==> src/core/bacd_consts.vh <==
// Constants of the auxiliary command decoder
// ==========================================================================
// Summary of operation
// Command 00111 releases the data-accepted holdoff left by address pass-through.
// After the non-valid command the device carries on as if another secondary address came.
// Command 01111 releases the holdoff and the device carries on as if its own secondary address came.
// The valid command also releases the holdoff at command pass-through and in the DCAS or DTAS holdoff.
// Commands 00101 and 01101 load the parallel poll flag with command bit 3.
// The ist message is the parallel poll flag when config B bit 4 is zero, else the SRQS state.
// Command 10000 asserts gts in CACS or on entering it, and gts clears on leaving CACS.
// Command 10001 pulses tca for one cycle.
// Command 10010 sets tcs and holds it until cleared.
// A pending tcs only acts in CSBS or CSWS.
// tcs clears on entering CACS whichever command set it.
// Command 11010 sets tcs only when an END is generated while in CSBS.
// The tcs set by the END command also clears on entering CACS.
// Chip reset by command or by pulse clears the parallel poll flag and the system control message.
// The listen command pulses ltn for one cycle.
// Software writes each 5-bit command in one register write and the decoder acts once per write.
// ==========================================================================
`ifndef BACD_CONSTS_VH
`define BACD_CONSTS_VH

// Register byte addresses
`define BACD_ADDR_CMD 8'h00
`define BACD_ADDR_CFGB 8'h04
`define BACD_ADDR_STAT 8'h08
`define BACD_ADDR_CTRL 8'h0C

// Command codes
`define BACD_CMD_CHIP_RESET 5'h02
`define BACD_CMD_NONVALID 5'h07
`define BACD_CMD_VALID 5'h0F
`define BACD_CMD_PPF_LOW 4'h5
`define BACD_CMD_GTS 5'h10
`define BACD_CMD_TCA 5'h11
`define BACD_CMD_TCS 5'h12
`define BACD_CMD_LISTEN 5'h13
`define BACD_CMD_TCS_END 5'h1A

// Field positions
`define BACD_CFGB_ISS_BIT 4
`define BACD_CTRL_RSC_BIT 0
`define BACD_CMD_BIT3 3

// Reset values
`define BACD_CFGB_RST 8'h00
`define BACD_CTRL_RSC_RST 1'b0

`endif

==> src/core/bacd_decode.v <==
// Combinational decode of one auxiliary command code
`timescale 1ns/1ps
module bacd_decode (
    // Command
    input wire [4:0] code_i,
    input wire valid_i,
    // Decoded strobes
    output wire chip_reset_o,
    output wire nonvalid_o,
    output wire valid_cmd_o,
    output wire ppf_load_o,
    output wire gts_o,
    output wire tca_o,
    output wire tcs_o,
    output wire listen_o,
    output wire tcs_end_o
);
`include "bacd_consts.vh"

    assign chip_reset_o = valid_i && (code_i == `BACD_CMD_CHIP_RESET);
    assign nonvalid_o = valid_i && (code_i == `BACD_CMD_NONVALID);
    assign valid_cmd_o = valid_i && (code_i == `BACD_CMD_VALID);
    // Both flag codes differ only in bit 3
    assign ppf_load_o = valid_i && ({code_i[4], code_i[2:0]} == `BACD_CMD_PPF_LOW);
    assign gts_o = valid_i && (code_i == `BACD_CMD_GTS);
    assign tca_o = valid_i && (code_i == `BACD_CMD_TCA);
    assign tcs_o = valid_i && (code_i == `BACD_CMD_TCS);
    assign listen_o = valid_i && (code_i == `BACD_CMD_LISTEN);
    assign tcs_end_o = valid_i && (code_i == `BACD_CMD_TCS_END);
endmodule // bacd_decode

==> src/core/bacd_top.v <==
// Auxiliary command decoder with Wishbone register slave
`timescale 1ns/1ps
module bacd_top (
    // Clock and reset
    input wire clk_i,
    input wire rst_i,
    // Wishbone slave
    input wire wb_cyc_i,
    input wire wb_stb_i,
    input wire wb_we_i,
    input wire [7:0] wb_adr_i,
    input wire [31:0] wb_dat_i,
    input wire [3:0] wb_sel_i,
    output reg [31:0] wb_dat_o,
    output reg wb_ack_o,
    // Bus function states and events
    input wire ext_reset_i,
    input wire cacs_i,
    input wire csbs_i,
    input wire csws_i,
    input wire srqs_i,
    input wire end_gen_i,
    input wire cpt_pending_i,
    input wire dcas_holdoff_i,
    input wire dtas_holdoff_i,
    // Local messages
    output reg dac_release_o,
    output reg osa_o,
    output reg msa_o,
    output reg ist_o,
    output reg gts_o,
    output reg tca_o,
    output reg tcs_o,
    output reg tcs_effective_o,
    output reg ltn_o,
    output reg rsc_o,
    output reg ppf_o
);
`include "bacd_consts.vh"

    // ======================================================================
    // Bus slave
    // ======================================================================
    wire req = wb_cyc_i && wb_stb_i && !wb_ack_o;
    wire wr = req && wb_we_i;
    // One decode per accepted write: ack masks the second cycle
    wire cmd_wr = wr && (wb_adr_i == `BACD_ADDR_CMD) && wb_sel_i[0];

    reg [7:0] cfgb_reg;
    reg cacs_prev_reg;
    reg gts_req_reg;
    reg tcs_end_arm_reg;

    wire d_reset;
    wire d_nonvalid;
    wire d_valid;
    wire d_ppf;
    wire d_gts;
    wire d_tca;
    wire d_tcs;
    wire d_listen;
    wire d_tcs_end;

    bacd_decode u_dec (
        .code_i(wb_dat_i[4:0]),
        .valid_i(cmd_wr),
        .chip_reset_o(d_reset),
        .nonvalid_o(d_nonvalid),
        .valid_cmd_o(d_valid),
        .ppf_load_o(d_ppf),
        .gts_o(d_gts),
        .tca_o(d_tca),
        .tcs_o(d_tcs),
        .listen_o(d_listen),
        .tcs_end_o(d_tcs_end)
    );

    wire chip_reset = d_reset || ext_reset_i;
    wire enter_cacs = cacs_i && !cacs_prev_reg;
    wire leave_cacs = !cacs_i && cacs_prev_reg;

    always @(posedge clk_i) begin
        if (rst_i) begin
            wb_ack_o <= 1'b0;
            wb_dat_o <= 32'h0000_0000;
        end else begin
            wb_ack_o <= req;
            wb_dat_o <= 32'h0000_0000;
            if (req && !wb_we_i) begin
                case (wb_adr_i)
                    `BACD_ADDR_CFGB: wb_dat_o <= {24'h00_0000, cfgb_reg};
                    `BACD_ADDR_STAT: wb_dat_o <= {24'h00_0000, tcs_end_arm_reg,
                        gts_req_reg, ppf_o, ist_o, gts_o, tcs_o, tcs_effective_o, rsc_o};
                    `BACD_ADDR_CTRL: wb_dat_o <= {31'h0000_0000, rsc_o};
                    default: wb_dat_o <= 32'h0000_0000;
                endcase
            end
        end
    end

    // ======================================================================
    // Configuration and system control
    // ======================================================================
    always @(posedge clk_i) begin
        if (rst_i) begin
            cfgb_reg <= `BACD_CFGB_RST;
            rsc_o <= `BACD_CTRL_RSC_RST;
        end else if (chip_reset) begin
            cfgb_reg <= `BACD_CFGB_RST;
            rsc_o <= 1'b0;
        end else begin
            if (wr && wb_adr_i == `BACD_ADDR_CFGB && wb_sel_i[0])
                cfgb_reg <= wb_dat_i[7:0];
            if (wr && wb_adr_i == `BACD_ADDR_CTRL && wb_sel_i[0])
                rsc_o <= wb_dat_i[`BACD_CTRL_RSC_BIT];
        end
    end

    // ======================================================================
    // Local messages
    // ======================================================================
    always @(posedge clk_i) begin
        if (rst_i) begin
            cacs_prev_reg <= 1'b0;
            ppf_o <= 1'b0;
            ist_o <= 1'b0;
            dac_release_o <= 1'b0;
            osa_o <= 1'b0;
            msa_o <= 1'b0;
            gts_req_reg <= 1'b0;
            gts_o <= 1'b0;
            tca_o <= 1'b0;
            tcs_o <= 1'b0;
            tcs_end_arm_reg <= 1'b0;
            tcs_effective_o <= 1'b0;
            ltn_o <= 1'b0;
        end else begin
            cacs_prev_reg <= cacs_i;
            if (chip_reset)
                ppf_o <= 1'b0;
            else if (d_ppf)
                ppf_o <= wb_dat_i[`BACD_CMD_BIT3];
            // Source follows the latest config value
            ist_o <= cfgb_reg[`BACD_CFGB_ISS_BIT] ? srqs_i : ppf_o;
            // Valid also covers pass-through and DCAS/DTAS holdoff cases
            dac_release_o <= d_nonvalid || d_valid;
            osa_o <= d_nonvalid;
            msa_o <= d_valid && (1'b1 || cpt_pending_i || dcas_holdoff_i
                || dtas_holdoff_i);
            // gts waits for CACS; leaving CACS drops it and the request
            if (leave_cacs) begin
                // A command in the leaving cycle still waits for the next CACS
                gts_req_reg <= d_gts;
                gts_o <= 1'b0;
            end else if (d_gts || gts_req_reg) begin
                if (cacs_i) begin
                    gts_o <= 1'b1;
                    gts_req_reg <= 1'b0;
                end else begin
                    gts_req_reg <= 1'b1;
                end
            end
            tca_o <= d_tca;
            ltn_o <= d_listen;
            // Set wins over the clear on entry to CACS
            if (d_tcs)
                tcs_o <= 1'b1;
            else if (tcs_end_arm_reg && end_gen_i && csbs_i)
                tcs_o <= 1'b1;
            else if (enter_cacs)
                tcs_o <= 1'b0;
            if (d_tcs_end)
                tcs_end_arm_reg <= 1'b1;
            else if (enter_cacs || (end_gen_i && csbs_i))
                tcs_end_arm_reg <= 1'b0;
            tcs_effective_o <= tcs_o && (csbs_i || csws_i);
        end
    end
endmodule // bacd_top

==> config.mk <==
export PLATFORM = sky130hd
export DESIGN_NAME = bacd_top
export DESIGN_NICKNAME = d
export VERILOG_FILES = /design/src/core/bacd_decode.v /design/src/core/bacd_top.v
export VERILOG_INCLUDE_DIRS = /design/src /design/src/core
export SDC_FILE = /design/constraint.sdc
export NUM_CORES = 1
export LEC_CHECK = 0
export BUFFER_PORTS_ARGS = -buffer_cell sky130_fd_sc_hd__clkbuf_2
export CAP_MARGIN = 10
export CORE_ASPECT_RATIO = 1.2
export CORE_MARGIN = 5
export CORE_UTILIZATION = 40
export DETAILED_ROUTE_END_ITERATION = 6
export GPL_ROUTABILITY_DRIVEN = 0
export PLACE_DENSITY = 0.78
export SYNTH_ARGS = -nofsm -noshare
export SYNTH_HDL_FRONTEND = slang
export SYNTH_SLANG_ARGS = --single-unit
==> constraint.sdc <==
create_clock -name clk_i -period 3.3 [get_ports clk_i]
set_clock_uncertainty 0.1 [all_clocks]
set_input_delay 0.66 -clock clk_i [delete_from_list [all_inputs] [get_ports clk_i]]
set_output_delay 0.66 -clock clk_i [all_outputs]
set_load 0.03 [all_outputs]
==> out/metrics.csv <==
stage,metric,value,unit
sta,RSZ-0062 raised after global routing,no,
worst_setup_path,reg2reg end,gts_req_reg$_SDFFE_PP0P_,
power,Static Leak,0.753,nW
worst_setup_path,CP max stage cell,or4_4,
worst_setup_path,Crit path depth,5,
clocking,Worst-Skew Late Latency,0.28,ns
clocking,CTS root buf,clkbuf_8,
global_routing,vias in the first global route,1069,
synthesis,Synth top area share,43.7,%
cells_and_area,"Core Util, Final",48.9,%
clocking,CTS tree,built,
synthesis,Compound-Gate Fraction of Synth Area,10.3,%
worst_setup_path,CP Data Required Time,3.40,ns
detailed_routing,DR DRC count,0,
global_routing,GRT overflow,0,
power,maximum vdd ir drop,0.000322,V
worst_setup_path,"CP delay by family, top",simple AND/OR/NAND/NOR gates,
worst_setup_path,reg2reg path depth,4,
detailed_routing,Detailed Route Iter0 Violations,10,
clocking,clock-pin slew on the worst setup and hold paths,0.06,ns
worst_setup_path,Crit Path Class,in -> reg,
clocking,TritonCTS Buffers,5,
detailed_routing,vias,1114,
sta,Final TNS setup,0,ns
power,pwr dens,436,nW/um2
detailed_routing,post-route ant nets,0,
global_routing,initial antenna violation count,0,
clocking,CTS hold repair buffers,0,
clocking,htree depth,2,
synthesis,"top cells by area, synth","dfxtp_1, buf_4, nor2_1",
cells_and_area,"non-filler cells, final",236,
run,Max Cap Violations,0,
cells_and_area,Area Growth Syn to Fin,17.0,%
sta,Final Hold Viols,0,
worst_hold_path,Hold Path Depth,2,
clocking,clk buf depth,2,
synthesis,Synth Area per Inst,9.33,um2
die,DIE WIDTH,64.4,um
worst_setup_path,CP arrival,2.57,ns
die,Die ar.,4840,um2
synthesis,Post-Synth Simple-Gate Area,23.8,%
cells_and_area,fraction of final layout cells with drive strength greater than 1,31.7,%
sta,"Setup violations, final",0,
place,Cells after DPL,230,
worst_setup_path,Worst Setup End Kind,flip-flop,
synthesis,Yosys reg bits,31,
synthesis,main combinational cell family by area after synthesis,simple AND/OR/NAND/NOR gates,
worst_setup_path,crit-path max cell delay,0.58,ns
place,post-DP HPWL,2.41,mm
detailed_routing,WL/cell,12.6,um
die,Starting Density,41.8,%
worst_hold_path,worst hold path class,reg -> reg,
clocking,post-CTS setup buffers,0,
sta,min Tclk post-route,2.47,ns
synthesis,Synth Area in XOR/XNOR,0,%
die,row cnt,23,
detailed_routing,Routed Wire Length,2.97,mm
worst_setup_path,Setup crit start,wb_adr_i[7],
cells_and_area,diode count,0,
sta,WHS,0.394,ns
worst_setup_path,Worst Path Buf+Inv,1,
global_routing,Tot GR Track Use,12.9,%
global_routing,largest net degree at the start of global routing,14,
worst_setup_path,CP Cell Sequence,clkbuf_2 > or4_4 > or4_4 > or4_4 > a211oi_2,
detailed_routing,Via-to-Cell Ratio,4.72,
power,Overall Power,0.000724,W
synthesis,Synth Area in Adders,0,%
cells_and_area,Final nets,258,
synthesis,Ys Warns,0,
worst_setup_path,RR Startpoint,wb_ack_o$_SDFF_PP0_,
synthesis,top cell type by total area after synthesis,dfxtp_1,
sta,Final period util,74.7,%
worst_setup_path,Worst setup SP type,input pin,
synthesis,sequential area share after synthesis,43.7,%
clocking,Post-CTS Resized,0,
synthesis,Netlist cell types,31,
die,number of top-level pins,102,
worst_setup_path,"setup slack, reg-to-reg",1.37,ns
sta,Least-Margin Pin Slew,0.650,ns
detailed_routing,DRT Pass-1 Iters,5,
sta,fin. max-slew vios,0,
outcome,outcome,"complete, no violations",
global_routing,first-pass GRT wire length,4.71,mm
clocking,total clock sinks,31,
synthesis,Syn Inst Count,152,
sta,Slew headroom,56.3,%
worst_setup_path,CP Capture Point,gts_req_reg$_SDFFE_PP0P_,
synthesis,Mapped Area,1420,um2
die,die height,75.2,um
place,Port Buf Inserts,47,
sta,max frequency,406,MHz
synthesis,fraction of synthesized area in multiplexers,7.05,%
die,Core Region,3400,um2
worst_setup_path,CP max FO,5,
worst_setup_path,most used cell along the critical path,or4_4,
## cell usage in the layout, fill, tap and decap left out, drive strengths merged, types with 3 or more instances in the layout
| cell | count |
|---|---|
| clkbuf | 53 |
| dfxtp | 31 |
| nor2 | 28 |
| conb | 24 |
| mux2i | 10 |
| a22oi | 7 |
| nand2 | 5 |
| or4 | 4 |
| nand2b | 3 |
| nand4b | 3 |
| nor2b | 3 |
| nor4 | 3 |
| inv | 3 |
| a21oi | 3 |
| o31ai | 3 |
## worst min-delay path by stage
stage / startpoint / to / slack (ns)
global route: cfgb_reg[0]$_SDFFE_PP0P_ / cfgb_reg[0]$_SDFFE_PP0P_ / 0.43
CTS: gts_req_reg$_SDFFE_PP0P_ / gts_req_reg$_SDFFE_PP0P_ / 0.40
detailed placement: cfgb_reg[0]$_SDFFE_PP0P_ / cfgb_reg[0]$_SDFFE_PP0P_ / 0.39
finish: cfgb_reg[0]$_SDFFE_PP0P_ / cfgb_reg[0]$_SDFFE_PP0P_ / 0.39
global placement: ist_o$_SDFF_PP0_ / wb_dat_o[4]$_SDFF_PP0_ / 0.38
floorplan: cfgb_reg[0]$_SDFFE_PP0P_ / cfgb_reg[0]$_SDFFE_PP0P_ / 0.36
## Yosys cell counts
master	count
a211oi_2	2
or3_1	1
nor2_1	28
a32oi_1	1
or4_2	1
conb_1	1
nand4b_1	3
or4_4	3
or4bb_1	1
nand4_1	2
buf_1	1
a22oi_1	7
buf_4	24
a31o_2	1
o31ai_4	1
nor2b_1	3
or2_2	1
mux2i_1	10
nand2b_1	3
a21oi_1	3
nand2_1	5
nor4_1	3
or4b_2	2
nor3_1	2
o31ai_1	2
clkbuf_1	4
nand3b_1	1
and2b_1	1
inv_1	3
nor3b_1	1
dfxtp_1	31
## per-stage QoR
step	setup WS, ns	instance area, um2
3_3_place_gp	0.549	1590
3_5_place_dp	0.544	1590
6_report	0.834	1660
2_1_floorplan	0.693	1510
4_1_cts	0.837	1660
5_1_grt	0.777	1660
## worst min-delay path, delay by kind of cell, from the launching register on
family,cells,cell delay [ns]
AND/OR/NAND/NOR,1,0.07
flip-flops,1,0.32
multiplexers,1,0.06
## per-layer routing
| metal | vias up | track usage [%] | routed length (um) |
|---|---|---|---|
| met1 | 490 | 12.9 | 1120 |
| met4 | 0 | 4.93 | 44 |
| li1 | 573 | - | - |
| met2 | 45 | 23.5 | 1540 |
| met5 | - | 0 | 0 |
| met3 | 6 | 6.12 | 271 |
## power breakdown
part,internal (W),total [W],switching [W]
sequential,0.000375,0.000376,0.000000421
clock,0.000140,0.000265,0.000125
combinational,0.0000195,0.0000830,0.0000635
total,0.000535,0.000724,0.000189
## final cells by class
cell class | instances | area, um2
clock buffer | 6 | 72.6
timing repair buffer | 47 | 235
multi-input combinational | 112 | 674
tap | 37 | 46.3
inverter | 3 | 11.3
sequential | 31 | 621
fill | 338 | 1740
## cell families (layout without fill, tap and decap cells)
| logic type | after synthesis | after routing |
|---|---|---|
| flops | 31 | 31 |
| simple gates | 61 | 61 |
| buf+inv | 32 | 56 |
| mux | 10 | 10 |
| other cells | 1 | 24 |
| compound gates | 17 | 17 |
Note: power is estimated with default switching activity, not from simulation.
